<file path="src/hw/fpc_map.svh">
// register offsets, field positions and reset values of the fractional pll control block
`ifndef FPC_MAP_SVH
`define FPC_MAP_SVH
`define FPC_OFS_CTRL     8'h00
`define FPC_OFS_REFDIV   8'h04
`define FPC_OFS_FBDIV    8'h08
`define FPC_OFS_NUM      8'h0c
`define FPC_OFS_DEN      8'h10
`define FPC_OFS_PUMP     8'h14
`define FPC_OFS_MON      8'h18
`define FPC_OFS_LOCK     8'h1c
`define FPC_OFS_DEVLO    8'h20
`define FPC_OFS_DEVHI    8'h24
`define FPC_OFS_PINS     8'h28
`define FPC_OFS_STATUS   8'h2c
`define FPC_CTRL_DOUBLER 0
`define FPC_CTRL_RESTR   1
`define FPC_CTRL_RCODE   2
`define FPC_CTRL_ORDER   4
`define FPC_CTRL_PHASE   7
`define FPC_CTRL_CSR     8
`define FPC_CTRL_TRIGPIN 10
`define FPC_CTRL_TRIGEN  12
`define FPC_CTRL_SWTRIG  13
`define FPC_PUMP_GAIN    0
`define FPC_PUMP_FLGAIN  8
`define FPC_PUMP_TOC     16
`define FPC_MON_LOW      0
`define FPC_MON_HIGH     8
`define FPC_LOCK_TOL     0
`define FPC_LOCK_DLY     8
`define FPC_LOCK_ERRC    16
`define FPC_LOCK_PASSC   24
`define FPC_RST_REFDIV   16'h0001
`define FPC_RST_FBDIV    16'h0010
`define FPC_RST_GAIN     5'h01
`define FPC_RST_FLGAIN   5'h1f
`define FPC_RST_LOW      6'h06
`define FPC_RST_HIGH     6'h2a
`define FPC_RST_TOL      6'h08
`define FPC_RST_ERRC     8'h04
`define FPC_RST_PASSC    8'h20
`define FPC_DEN_FULL     25'h1000000
`endif

</file>
<file path="src/hw/fpc_pkg.sv">
// types of the fractional pll control block
package fpc_pkg;
  typedef enum logic [2:0] {ORD_INT = 3'b000, ORD_1 = 3'b001, ORD_2 = 3'b010,
                            ORD_3 = 3'b011, ORD_4 = 3'b100} fpc_order_e;
  typedef enum logic [2:0] {PF_OFF = 3'b000, PF_DLD = 3'b001, PF_MON = 3'b010,
                            PF_BOTH = 3'b011, PF_FL = 3'b100, PF_SHIFT = 3'b101} fpc_pinfn_e;
  typedef struct packed {
    logic doubler; logic restricted; logic [1:0] rcode; logic [2:0] order;
    logic phase_sel; logic [1:0] csr; logic [1:0] trig_pin; logic trig_en;
    logic [15:0] ref_div; logic [15:0] n_div; logic [23:0] num; logic [23:0] den;
    logic [4:0] gain; logic [4:0] fl_gain; logic [15:0] fastlock_timeout_count;
    logic [5:0] low; logic [5:0] high; logic [5:0] tol; logic [1:0] dly;
    logic [7:0] errc; logic [7:0] passc; logic [32:0] dev; logic [15:0] pins;
    logic wr_pend; logic [7:0] waddr; logic sw_trig;
    logic [31:0] hrdata; logic hreadyout;
    logic ref_s1; logic ref_s2; logic ref_prev; logic fb_s1; logic fb_s2; logic fb_prev;
    logic [3:0] pin_s1; logic [3:0] pin_s2; logic [3:0] pin_prev;
    logic [15:0] ref_cnt; logic [1:0] csr_cnt; logic pd_tick;
    logic [2:0] pre_cnt; logic [1:0] swallow; logic [13:0] main_cnt; logic fb_tick;
    logic [15:0] n_cur; logic [3:0][23:0] acc; logic [3:0][5:0] dprev;
    logic [15:0] fl_cnt; logic fl_active;
    logic [7:0] pass_cnt; logic [7:0] err_cnt; logic locked; logic mon_ok;
    logic shift_on; logic psk_pend;
    logic [4:0] pump_gain; logic [3:0] pin_out; logic [3:0] pin_oe;
  } fpc_st_s;
endpackage

</file>
<file path="src/hw/fpc_ctrl.sv">
// digital control of a fractional-n synthesizer: dividers, modulator, fastlock, lock detect
`timescale 1ns/1ps
`include "fpc_map.svh"

// Overview of operation
// - reference divider is 16 bits, any divide 1 to 65535 when unrestricted
// - restricted mode limits reference divide to 2, 4, 8 or 16
// - 16-bit feedback divider built on 4/5 prescaler, steps by one
// - delta-sigma modulator of order one to four drives feedback divider
// - 24-bit denominator 1 to 2^24, forced to 2^24 while ramping
// - doubler counts both reference edges, doubling detector rate
// - fastlock only with nonzero timeout; feedback write starts it
// - fastlock pump gain replaces normal gain while timeout runs
// - cycle slip reduction divides detector rate by 2 or 4 during fastlock
// - inverted open-drain timeout pin floats normally, grounds during fastlock
// - detector-rate counters, fastlock timeout included, run at reduced rate
// - lock indication routable to any of four multipurpose pins
// - pump voltage compared against low and high threshold codes
// - each comparison is error when phase error plus delay exceeds tolerance
// - unlocked once error comparisons reach programmed error count
// - locked once passes reach pass count, which also clears errors
// - two-level shift keying on selected pin transition or software action
// - phase select chooses frequency shift or phase shift of deviation
// - deviation adds on top of ramp modulation
module fpc_ctrl (
  input  wire logic        sys_clk,           // 100 mhz system clock
  input  wire logic        nrst,              // async reset, active low
  input  wire logic        hsel,              // ahb slave select
  input  wire logic [7:0]  haddr,             // ahb byte address
  input  wire logic [1:0]  htrans,            // ahb transfer type
  input  wire logic        hwrite,            // ahb write
  input  wire logic [2:0]  hsize,             // ahb size, word only
  input  wire logic [31:0] hwdata,            // ahb write data
  input  wire logic        hready,            // ahb bus ready
  output logic      [31:0] hrdata,            // ahb read data
  output logic             hreadyout,         // ahb slave ready
  output logic             hresp,             // ahb response, always okay
  input  wire logic        reference_input,   // reference pin
  input  wire logic        feedback_input,    // vco feedback pin
  input  wire logic [3:0]  mp_pin_in,         // multipurpose pins, level seen
  output logic      [3:0]  mp_pin_out,        // multipurpose pins, driven value
  output logic      [3:0]  mp_pin_oe,         // multipurpose pins, drive enable
  input  wire logic [7:0]  phase_error,       // phase error magnitude at detector
  input  wire logic [5:0]  pump_voltage_code, // digitised pump voltage
  input  wire logic        ramp_running,      // ramp generator active
  input  wire logic [32:0] ramp_offset,       // ramp numerator offset, signed
  output logic      [4:0]  charge_pump_gain,  // gain to charge pump
  output logic             pd_tick,           // detector cycle pulse
  output logic             fb_tick,           // feedback divider cycle pulse
  output logic      [15:0] fb_divide          // divide value of current cycle
);
  fpc_pkg::fpc_st_s st;
  fpc_pkg::fpc_st_s nx;

  logic        ref_edge;
  logic [15:0] rdiv;
  logic        ref_tick;
  logic [1:0]  csr_last;
  logic        pd_now;
  logic [24:0] den_eff;
  logic        fb_edge;
  logic        pre_done;
  logic        fb_now;
  logic        fb_wr;
  logic        trigger;
  logic        err_cmp;

  function automatic logic pin_sig(input logic [2:0] fn, input fpc_pkg::fpc_st_s s);
    case (fn)
      fpc_pkg::PF_DLD:   pin_sig = s.locked;
      fpc_pkg::PF_MON:   pin_sig = s.mon_ok;
      fpc_pkg::PF_BOTH:  pin_sig = s.locked & s.mon_ok;
      fpc_pkg::PF_FL:    pin_sig = s.fl_active;
      fpc_pkg::PF_SHIFT: pin_sig = s.shift_on;
      default:           pin_sig = 1'b0;
    endcase
  endfunction

  assign ref_edge = st.doubler ? (st.ref_s2 ^ st.ref_prev)
                               : (st.ref_s2 & ~st.ref_prev);
  assign rdiv     = st.restricted ? (16'h0002 << st.rcode)
                                  : ((st.ref_div == 16'h0) ? 16'h0001 : st.ref_div);
  assign ref_tick = ref_edge && (st.ref_cnt >= rdiv - 16'h0001);
  assign csr_last = !st.fl_active ? 2'h0 :
                    (st.csr == 2'h1) ? 2'h1 : (st.csr == 2'h2) ? 2'h3 : 2'h0;
  assign pd_now   = ref_tick && (st.csr_cnt >= csr_last);
  assign den_eff  = (ramp_running || st.den == 24'h0) ? `FPC_DEN_FULL
                                                      : {1'b0, st.den};
  assign fb_edge  = st.fb_s2 & ~st.fb_prev;
  assign pre_done = fb_edge && (st.pre_cnt >= ((st.swallow != 2'h0) ? 3'h4 : 3'h3));
  assign fb_now   = pre_done && ({2'h0, st.main_cnt} >= {2'h0, st.n_cur[15:2]} - 16'h0001);
  assign fb_wr    = st.wr_pend && (st.waddr == `FPC_OFS_FBDIV);
  assign trigger  = st.trig_en ? (st.pin_s2[st.trig_pin] ^ st.pin_prev[st.trig_pin])
                               : st.sw_trig;
  assign err_cmp  = ({1'b0, phase_error} + {7'h0, st.dly}) > {3'h0, st.tol};
  always_comb
  begin
    logic signed [34:0] inc;
    logic signed [34:0] sum;
    logic signed [34:0] den_s;
    logic signed [34:0] dev_s;
    logic signed [1:0]  c [4];
    logic signed [5:0]  d [4];
    logic [7:0]         a;
    logic [3:0]         sel;
    inc   = '0;
    sum   = '0;
    den_s = $signed({10'h0, den_eff});
    dev_s = $signed({{2{st.dev[32]}}, st.dev});
    c     = '{default: '0};
    d     = '{default: '0};
    a     = st.waddr;
    sel   = '0;
    nx    = st;
    // bus: zero wait states, read data registered in the address phase
    nx.hreadyout = 1'b1;
    nx.wr_pend   = 1'b0;
    nx.sw_trig   = 1'b0;
    if (hsel && hready && htrans[1])
    begin
      nx.wr_pend = hwrite;
      nx.waddr   = haddr;
      if (!hwrite)
      begin
        if (haddr == `FPC_OFS_CTRL)
          nx.hrdata = {19'h0, st.trig_en, st.trig_pin, st.csr, st.phase_sel, st.order,
                       st.rcode, st.restricted, st.doubler};
        else if (haddr == `FPC_OFS_REFDIV)
          nx.hrdata = {16'h0, st.ref_div};
        else if (haddr == `FPC_OFS_FBDIV)
          nx.hrdata = {16'h0, st.n_div};
        else if (haddr == `FPC_OFS_NUM)
          nx.hrdata = {8'h0, st.num};
        else if (haddr == `FPC_OFS_DEN)
          nx.hrdata = {8'h0, st.den};
        else if (haddr == `FPC_OFS_PUMP)
          nx.hrdata = {st.fastlock_timeout_count, 3'h0, st.fl_gain, 3'h0, st.gain};
        else if (haddr == `FPC_OFS_MON)
          nx.hrdata = {18'h0, st.high, 2'h0, st.low};
        else if (haddr == `FPC_OFS_LOCK)
          nx.hrdata = {st.passc, st.errc, 6'h0, st.dly, 2'h0, st.tol};
        else if (haddr == `FPC_OFS_DEVLO)
          nx.hrdata = st.dev[31:0];
        else if (haddr == `FPC_OFS_DEVHI)
          nx.hrdata = {31'h0, st.dev[32]};
        else if (haddr == `FPC_OFS_PINS)
          nx.hrdata = {16'h0, st.pins};
        else if (haddr == `FPC_OFS_STATUS)
          nx.hrdata = {26'h0, st.psk_pend, st.shift_on, st.fl_active, st.mon_ok, 1'b0,
                       st.locked};
        else
          nx.hrdata = 32'h0;
      end
    end
    if (st.wr_pend)
    begin
      if (a == `FPC_OFS_CTRL)
      begin
        nx.doubler    = hwdata[`FPC_CTRL_DOUBLER];
        nx.restricted = hwdata[`FPC_CTRL_RESTR];
        nx.rcode      = hwdata[`FPC_CTRL_RCODE +: 2];
        nx.order      = hwdata[`FPC_CTRL_ORDER +: 3];
        nx.phase_sel  = hwdata[`FPC_CTRL_PHASE];
        nx.csr        = hwdata[`FPC_CTRL_CSR +: 2];
        nx.trig_pin   = hwdata[`FPC_CTRL_TRIGPIN +: 2];
        nx.trig_en    = hwdata[`FPC_CTRL_TRIGEN];
        nx.sw_trig    = hwdata[`FPC_CTRL_SWTRIG];
      end
      else if (a == `FPC_OFS_REFDIV)
        nx.ref_div = hwdata[15:0];
      else if (a == `FPC_OFS_FBDIV)
        nx.n_div = hwdata[15:0];
      else if (a == `FPC_OFS_NUM)
        nx.num = hwdata[23:0];
      else if (a == `FPC_OFS_DEN)
        nx.den = hwdata[23:0];
      else if (a == `FPC_OFS_PUMP)
      begin
        nx.gain    = hwdata[`FPC_PUMP_GAIN +: 5];
        nx.fl_gain = hwdata[`FPC_PUMP_FLGAIN +: 5];
        nx.fastlock_timeout_count  = hwdata[`FPC_PUMP_TOC +: 16];
      end
      else if (a == `FPC_OFS_MON)
      begin
        nx.low  = hwdata[`FPC_MON_LOW +: 6];
        nx.high = hwdata[`FPC_MON_HIGH +: 6];
      end
      else if (a == `FPC_OFS_LOCK)
      begin
        nx.tol   = hwdata[`FPC_LOCK_TOL +: 6];
        nx.dly   = hwdata[`FPC_LOCK_DLY +: 2];
        nx.errc  = hwdata[`FPC_LOCK_ERRC +: 8];
        nx.passc = hwdata[`FPC_LOCK_PASSC +: 8];
      end
      else if (a == `FPC_OFS_DEVLO)
        nx.dev[31:0] = hwdata;
      else if (a == `FPC_OFS_DEVHI)
        nx.dev[32] = hwdata[0];
      else if (a == `FPC_OFS_PINS)
        nx.pins = hwdata[15:0];
    end
    // pin synchronisers
    nx.ref_s1   = reference_input;
    nx.ref_s2   = st.ref_s1;
    nx.ref_prev = st.ref_s2;
    nx.fb_s1    = feedback_input;
    nx.fb_s2    = st.fb_s1;
    nx.fb_prev  = st.fb_s2;
    nx.pin_s1   = mp_pin_in;
    nx.pin_s2   = st.pin_s1;
    nx.pin_prev = st.pin_s2;
    // reference divider and slip reduction prescale
    if (ref_tick)
    begin
      nx.ref_cnt = 16'h0;
      nx.csr_cnt = pd_now ? 2'h0 : st.csr_cnt + 2'h1;
    end
    else if (ref_edge)
      nx.ref_cnt = st.ref_cnt + 16'h0001;
    nx.pd_tick = pd_now;
    // feedback divider: n = 4p + s, s prescaler cycles stretched to five
    nx.fb_tick = fb_now;
    if (pre_done)
    begin
      nx.pre_cnt = 3'h0;
      if (st.swallow != 2'h0)
        nx.swallow = st.swallow - 2'h1;
      nx.main_cnt = fb_now ? 14'h0 : st.main_cnt + 14'h0001;
    end
    else if (fb_edge)
      nx.pre_cnt = st.pre_cnt + 3'h1;
    // mash modulator stepped once per feedback cycle
    if (fb_now)
    begin
      inc = $signed({11'h0, st.num}) + $signed({{2{ramp_offset[32]}}, ramp_offset});
      if (!st.phase_sel && st.shift_on)
        inc = inc + dev_s;
      if (st.phase_sel && st.psk_pend)
        inc = st.shift_on ? inc + dev_s : inc - dev_s;
      nx.psk_pend = 1'b0;
      for (int k = 0; k < 4; k++)
      begin
        if (k > 0)
          inc = $signed({11'h0, nx.acc[k-1]});
        if (k < int'(st.order))
        begin
          sum = $signed({11'h0, st.acc[k]}) + inc;
          if (sum >= den_s)
          begin
            sum  = sum - den_s;
            c[k] = 2'sd1;
          end
          else if (sum < 0)
          begin
            sum  = sum + den_s;
            c[k] = -2'sd1;
          end
          nx.acc[k] = sum[23:0];
        end
      end
      d[3] = 6'(c[3]);
      for (int k = 2; k >= 0; k--)
        d[k] = 6'(c[k]) + d[k+1] - st.dprev[k+1];
      for (int k = 0; k < 4; k++)
        nx.dprev[k] = d[k];
      nx.n_cur   = st.n_div + {{10{d[0][5]}}, d[0]};
      nx.swallow = nx.n_cur[1:0];
    end
    // shift keying: a trigger flips the level; phase mode steps once
    if (trigger)
    begin
      nx.shift_on = !st.shift_on;
      nx.psk_pend = st.phase_sel;
    end
    // fastlock timeout, clocked at the reduced detector rate
    if (fb_wr)
    begin
      nx.fl_active = (st.fastlock_timeout_count != 16'h0);
      nx.fl_cnt    = st.fastlock_timeout_count;
    end
    else if (pd_now && st.fl_active)
    begin
      nx.fl_cnt = st.fl_cnt - 16'h0001;
      if (st.fl_cnt <= 16'h0001)
        nx.fl_active = 1'b0;
    end
    nx.pump_gain = st.fl_active ? st.fl_gain : st.gain;
    // digital lock detect
    if (pd_now)
    begin
      if (err_cmp)
      begin
        if (st.err_cnt + 8'h01 >= st.errc)
        begin
          nx.locked   = 1'b0;
          nx.err_cnt  = 8'h0;
          nx.pass_cnt = 8'h0;
        end
        else
          nx.err_cnt = st.err_cnt + 8'h01;
      end
      else if (st.pass_cnt + 8'h01 >= st.passc)
      begin
        nx.locked   = 1'b1;
        nx.pass_cnt = 8'h0;
        nx.err_cnt  = 8'h0;
      end
      else
        nx.pass_cnt = st.pass_cnt + 8'h01;
    end
    nx.mon_ok = (pump_voltage_code >= st.low) && (pump_voltage_code <= st.high);
    // pins: bit 3 of each nibble selects inverted open drain
    for (int i = 0; i < 4; i++)
    begin
      sel = st.pins[4*i +: 4];
      if (sel[3])
      begin
        nx.pin_oe[i]  = pin_sig(sel[2:0], st);
        nx.pin_out[i] = 1'b0;
      end
      else
      begin
        nx.pin_oe[i]  = (sel[2:0] != 3'h0);
        nx.pin_out[i] = pin_sig(sel[2:0], st);
      end
    end
  end
  always_ff @(posedge sys_clk or negedge nrst)
  begin
    if (!nrst)
    begin
      st         <= '0;
      st.ref_div <= `FPC_RST_REFDIV;
      st.n_div   <= `FPC_RST_FBDIV;
      st.n_cur   <= `FPC_RST_FBDIV;
      st.gain    <= `FPC_RST_GAIN;
      st.fl_gain <= `FPC_RST_FLGAIN;
      st.low     <= `FPC_RST_LOW;
      st.high    <= `FPC_RST_HIGH;
      st.tol     <= `FPC_RST_TOL;
      st.errc    <= `FPC_RST_ERRC;
      st.passc   <= `FPC_RST_PASSC;
    end
    else
      st <= nx;
  end
  assign hrdata           = st.hrdata;
  assign hreadyout        = st.hreadyout;
  assign hresp            = 1'b0;
  assign mp_pin_out       = st.pin_out;
  assign mp_pin_oe        = st.pin_oe;
  assign charge_pump_gain = st.pump_gain;
  assign pd_tick          = st.pd_tick;
  assign fb_tick          = st.fb_tick;
  assign fb_divide        = st.n_cur;
endmodule // fpc_ctrl

</file>
<file path="config.mk">
export PLATFORM = sky130hd
export DESIGN_NAME = fpc_ctrl
export DESIGN_NICKNAME = d
export VERILOG_FILES = /design/src/hw/fpc_pkg.sv /design/src/hw/fpc_ctrl.sv
export VERILOG_INCLUDE_DIRS = /design/src /design/src/hw
export SDC_FILE = /design/constraint.sdc
export NUM_CORES = 2
export LEC_CHECK = 0
export BUFFER_PORTS_ARGS = -buffer_cell sky130_fd_sc_hd__buf_2
export CAP_MARGIN = 20
export CORE_MARGIN = 2
export CORE_UTILIZATION = 46
export DETAILED_ROUTE_END_ITERATION = 8
export GPL_TIMING_DRIVEN = 0
export PLACE_DENSITY_LB_ADDON = 0.15
export SYNTH_ARGS = -nofsm -noshare
export SYNTH_HDL_FRONTEND = slang
export SYNTH_SLANG_ARGS = --single-unit
</file>
<file path="constraint.sdc">
create_clock -name sys_clk -period 88.2 [get_ports sys_clk]
set_input_delay 13.23 -clock sys_clk [delete_from_list [all_inputs] [get_ports sys_clk]]
set_output_delay 13.23 -clock sys_clk [all_outputs]
set_load 0.02 [all_outputs]
</file>
Word level (Yosys, flattened, before mapping)
Cells that the tools add are included.
Storage, ports and cells
  register bits after elaboration: 478
  input port bits: 104
  word-level logic and storage cells: 330
  output and inout bits: 65
Cells by class
  add/subtract/negate cells: 34
  shift-type cells: 1
  multiplexer cells: 96
  reduce and logical (&&, ||, !) cells: 50
  magnitude comparators: 23
  equality and inequality tests: 44
  bitwise logic cells: 18
Operator list (count)
  two-way mux 32 bit: 9
  two-way mux 35 bit: 8
  two-way mux 24 bit: 11
  adder 25 x 35 -> 35 bit: 4
  >= comparator 35 x 26 -> 1 bit: 4
  < comparator 35 x 1 -> 1 bit (second input constant): 4
  two-way mux 16 bit: 7
  adder 24 bit: 4
  subtractor 24 bit: 4
  == test 8 x 5 -> 1 bit (second input constant): 8
  == test 8 x 6 -> 1 bit (second input constant): 7
  two-way mux 17 bit: 3
  two-way mux 2 bit: 22
  adder 34 x 33 -> 35 bit: 1
  adder 35 x 33 -> 35 bit: 1
  subtractor 35 x 33 -> 35 bit: 1
  adder 25 x 33 -> 34 bit: 1
  == test 8 x 4 -> 1 bit (second input constant): 4
  subtractor 16 x 1 -> 16 bit (second input constant): 2
  two-way mux 25 bit: 1
  == test 3 x 2 -> 1 bit (second input constant): 8
  == test 3 bit (second input constant): 8
  zero test 24 bit: 1
  two-way mux 8 bit: 3
  63 further kinds: 140

Logic depth before layout (Yosys ltp)
  depth after elaboration: 42
  depth in mapped cells: 166
  depth with buffers taken out: 159

Least setup slack after synthesis
OpenSTA, ideal clock, no wires.
  kind: input port to flip-flop
  start: input port ramp_offset[3]
  end: register st (netlist bit fb_divide[15])
  stages: 152
  arrival time: 42531 ps
  buffers on the path: 7
  path slack: 45538 ps
  data required time: 88069 ps
  setup time: 131 ps
  path through: ha_1 > a21oi_1 > nor2b_1 > or3_1 > o21a_1 > a21bo_2 > a21oi_1 > xnor2_1 > ha_1 > and2_1 > a221o_1 > a31oi_1 > o21ai_0 > xnor2_1 > o21ai_0 > ha_1 > clkbuf_1 > and3_1 > (+116 left out) > a21oi_1 > o21bai_1 > a21oi_1 > xnor2_1 > xnor2_1 > ha_1 > a21oi_1 > o21ai_0 > a21oi_1 > o21bai_1 > a21o_1 > a21oi_1 > o21ai_0 > a21o_1 > a21oi_1 > xnor2_1 > xnor2_1 > o21ai_1
On the way
  word-level cells in the longest chain between the ends: 39
  elaborated cells between the ends (all ways): 62
  those cells by class: 21 x add/sub; 8 x order compare; 33 x mux
RTL lines
  start: declaration: line fpc_ctrl.sv:46  | input wire logic [32:0] ramp_offset,
  adder 25 x 33 -> 34 bit (*): line fpc_ctrl.sv:235  | inc = $signed({11'h0, st.num}) + $signed({{2{ramp_offset[32]}}, ramp_offset});
  adder 34 x 33 -> 35 bit: line fpc_ctrl.sv:237  | inc = inc + dev_s;
  two-way mux 35 bit (*): line fpc_ctrl.sv:236  | if (!st.phase_sel && st.shift_on)
  two-way mux 35 bit (*): line fpc_ctrl.sv:233  | if (fb_now)
  subtractor 35 x 33 -> 35 bit / adder 35 x 33 -> 35 bit (equally long branches): line fpc_ctrl.sv:239  | inc = st.shift_on ? inc + dev_s : inc - dev_s;
  two-way mux 35 bit: line fpc_ctrl.sv:239
  two-way mux 35 bit (*): line fpc_ctrl.sv:238  | if (st.phase_sel && st.psk_pend)
  two-way mux 35 bit (*): line fpc_ctrl.sv:233
  (+23 left out)
  two-way mux 2 bit: line fpc_ctrl.sv:233
  adder 2 x 2 -> 3 bit: line fpc_ctrl.sv:263  | d[k] = 6'(c[k]) + d[k+1] - st.dprev[k+1];
  subtractor 3 x 2 -> 4 bit: line fpc_ctrl.sv:263
  adder 2 x 4 -> 5 bit: line fpc_ctrl.sv:263
  subtractor 5 x 4 -> 6 bit: line fpc_ctrl.sv:263
  adder 6 bit (*): line fpc_ctrl.sv:263
  subtractor 6 bit (*): line fpc_ctrl.sv:263
  adder 16 bit (*): line fpc_ctrl.sv:266  | nx.n_cur = st.n_div + {{10{d[0][5]}}, d[0]};
  end signal: assignment: line fpc_ctrl.sv:345  | st <= nx;
  end: declaration: line fpc_ctrl.sv:52  | fpc_pkg::fpc_st_s st;
Mark *: on every way between the ends. The rest lies on a longest branch, timed or not. The select of a mux whose other input is x is not followed.
A chain may end at the register's enable or synchronous reset.

Worst setup path after layout
  start: input port ramp_offset[0]
  end: register st (netlist bit fb_divide[15])
Same word-level chain as after synthesis.

==> reports/results.tsv <==
stage	metric	value	unit
critical_path	required	88720	ps
timing	hold_viol_final	0	
logic_synthesis	async_flop_share	100	%
logic_synthesis	synth_top_family_by_area	compound AO/OA/AOI/OAI gates	
hold_path	hp-start	nx[230]$_DFF_PN0_	
logic_synthesis	synth_adder_area_share	13.8	%
detailed_routing	drc	0	
critical_path	path_delay_family	compound AO/OA/AOI/OAI gates	
cells_and_area	nets	5819	
timing	setup_tns	0	ps
clock_tree	cts_buffers	56	
clock_tree	cts_resized	0	
logic_synthesis	yosys-top-cells-area	dfrtp_1 27%, ha_1 13%, nand2_1 5.5%, mux2_2 5.3%, a21oi_1 4.7%	
global_route	antenna_found_initial	1	
floorplan	die_w	307	um
floorplan	start_util	46.3	%
logic_synthesis	ys_seq_area_share	28.3	%
timing	worst_pin_slew	1260	ps
logic_synthesis	yosysTopAreaCell	dfrtp_1	
detailed_routing	wl_met2	66500	um
hold_path	hold-path-endpoint	nx[226]$_DFF_PN0_	
detailed_routing	ant_nets	0	
timing	setup_viol	0	
clock_tree	cts.clk_slew.worst_paths	60	ps
global_route	grt_overflow	0	
critical_path	cpPeakStageDelay	790	ps
global_route	grt_max_degree	97	
detailed_routing	highest_layer	met5	
detailed_routing	met1_length	64100	um
logic_synthesis	synth_area	42200	um2
critical_path	start_kind	primary input	
hold_path	hold_depth	0	
timing	min_period_over_period	55.6	%
critical_path	r2r_slack	51490	ps
detailed_routing	first_pass_iters	6	
detailed_routing	avgRoutedWirePerCell	22.7	um
logic_synthesis	synth-compound-area-share	20.8	%
cells_and_area	syn_to_final_growth	10.6	%
timing	drv_slew	0	
floorplan	dieArea	94200	um2
critical_path	r2r_start	st[421]$_DFFE_PN0P_	
logic_synthesis	synth_xor_area_share	7.13	%
floorplan	ios	169	
critical_path	cpMostUsedCell	a21oi_1	
logic_synthesis	synth-edff-count	0	
critical_path	rr_endpoint	fb_divide[15]$_DFFE_PN0P_	
global_route	grt_pass1_wl	223000	um
global_route	grtUsageTotal	30.7	%
logic_synthesis	synth_mux_area_share	7.19	%
logic_synthesis	post_synth_num_cell_types	93	
clock_tree	tritoncts	built	
logic_synthesis	syn_nets	5600	
critical_path	end_kind	flop	
logic_synthesis	synthSimpleGateAreaFrac	17.9	%
logic_synthesis	synthCells	5041	
logic_synthesis	netlist.area_leader.share	27.2	%
detailed_routing	dr_wl_met3	10400	um
cells_and_area	drive_gt1_share	11.4	%
critical_path	worstSetupPathType	in -> reg	
logic_synthesis	yosysWarnings	0	
timing	maxSlewHeadroom	16.3	%
floorplan	placementRows	111	
clock_tree	ctsHoldBuffers	0	
clock_tree	cts_max_path_buffers	3	
floorplan	core_area	91200	um2
clock_tree	cts_root_buffer	clkbuf_16	
global_route	grt_pass1_vias	36900	
logic_synthesis	ys_seq_elements	476	
clock_tree	worstSkewPairLatency	660	ps
critical_path	path_max_fanout	12	
detailed_routing	first_iter_violations	3733	
logic_synthesis	syn_avg_cell_area	8.37	um2
timing	period_needed	49080	ps
timing	grt_setup_unrepaired	no	
hold_path	hp-class	reg -> reg	
critical_path	reg2reg_depth	157	
detailed_routing	via_per_inst	5.96	
floorplan	die_h	307	um
clock_tree	h-tree-depth	2	
critical_path	arrival	49600	ps
flow_run	maxCapViolations	0	
logic_synthesis	ys.flop_type	dfrtp_1	
place	io_buffers	152	
timing	finClkSkew	32.6	ps
clock_tree	cts_sinks	476	
timing	max_freq	20.4	MHz
detailed_routing	vias	38700	
clock_tree	post_cts_buffers	0	
place	gp_congestion	0.962	
detailed_routing	wirelength	147000	um
critical_path	crit_slowest_cell	a211oi_1	
run_status	status	finished, final reports clean	
critical_path	path_buf_inv	16	
place	place_hpwl	114000	um
## cell usage after synthesis (71+ instances only)
master    count
xnor2_1     198
dfrtp_1     459
nor2b_1      73
o21ai_0     361
a21o_1      148
ha_1        435
xor2_1      144
clkbuf_1    155
nor2_1      392
nand2b_1     71
nor3_1      100
mux2_2      197
nand2_1     623
mux2i_1      78
inv_1       225
a21oi_1     393
nand3_1      97
## cells by family after synthesis
logic type,Yosys count
AOI/OAI and AO/OA,1384
muxes,277
buffers and inverters,475
xor gates and xnor gates,343
DFF,476
and+or+nand+nor,1629
adders and majority gates,455
other,2
## cell usage in the layout, fill, tap and decap left out, types with 73 or more instances in the layout
cell type / instances
a21o_1: 148
a21oi_1: 393
buf_2: 159
clkbuf_1: 169
dfrtp_1: 459
ha_1: 435
inv_1: 225
mux2_2: 197
mux2i_1: 78
nand2_1: 623
nand3_1: 97
nor2_1: 392
nor2b_1: 73
nor3_1: 100
o21ai_0: 361
xnor2_1: 198
xor2_1: 144
## per-layer routing
layer / GRT usage, % / vias to the layer above
li1: - / 18400
met1: 41.5 / 18700
met2: 49.5 / 1311
met3: 4.76 / 279
met4: 11.8 / 2
met5: 0 / -
## stage by stage
stage / utilization, % / cells / worst slack, ps / instance area [um2] / hold WS [ps]
final: 51.2 / 6495 / 39120 / 46700 / 348
after floorplan: - / 5041 / 45540 / 42200 / 331
after detailed placement: 48.9 / 6386 / 38670 / 44600 / 336
after global placement: 48.7 / 6379 / 38890 / 44500 / 333
after global routing: 51.2 / 6494 / 37090 / 46700 / 363
after CTS: 51.2 / 6492 / 39180 / 46700 / 349
## sequential cells by signal, summed over array words and instances (netlist names)
signal / flops
hreadyout: 1
fb_divide: 16
hrdata: 32
nx: 12
mp_pin_out: 4
mp_pin_oe: 4
pd_tick: 1
fb_tick: 1
st: 400
charge_pump_gain: 5
## area by class of cell
class	count	area, um2
Fill cell	8837	44600
Multi-Input combinational cell	4090	28200
Sequential cell	476	11900
Clock buffer	80	1600
Tap cell	1186	1480
Buffer	250	1240
Timing Repair Buffer	161	933
Inverter	225	845
Clock inverter	26	453
Antenna cell	1	2.50
## how the worst max path moves through the flow
stage	startpoint	endpoint	slack [ps]	cells past startpoint
2_1_floorplan	ramp_offset[3]	fb_divide[15]$_DFFE_PN0P_	45540	152
3_3_place_gp	ramp_offset[0]	fb_divide[15]$_DFFE_PN0P_	38890	156
3_5_place_dp	ramp_offset[0]	fb_divide[15]$_DFFE_PN0P_	38670	156
4_1_cts	ramp_offset[0]	fb_divide[15]$_DFFE_PN0P_	39180	156
5_1_grt	ramp_offset[0]	fb_divide[15]$_DFFE_PN0P_	37090	158
6_report	ramp_offset[0]	fb_divide[15]$_DFFE_PN0P_	39120	158
Power is left out: the tool's default activity adds up to more than one toggle a clock period on the data nets, which glitch-free logic cannot reach.
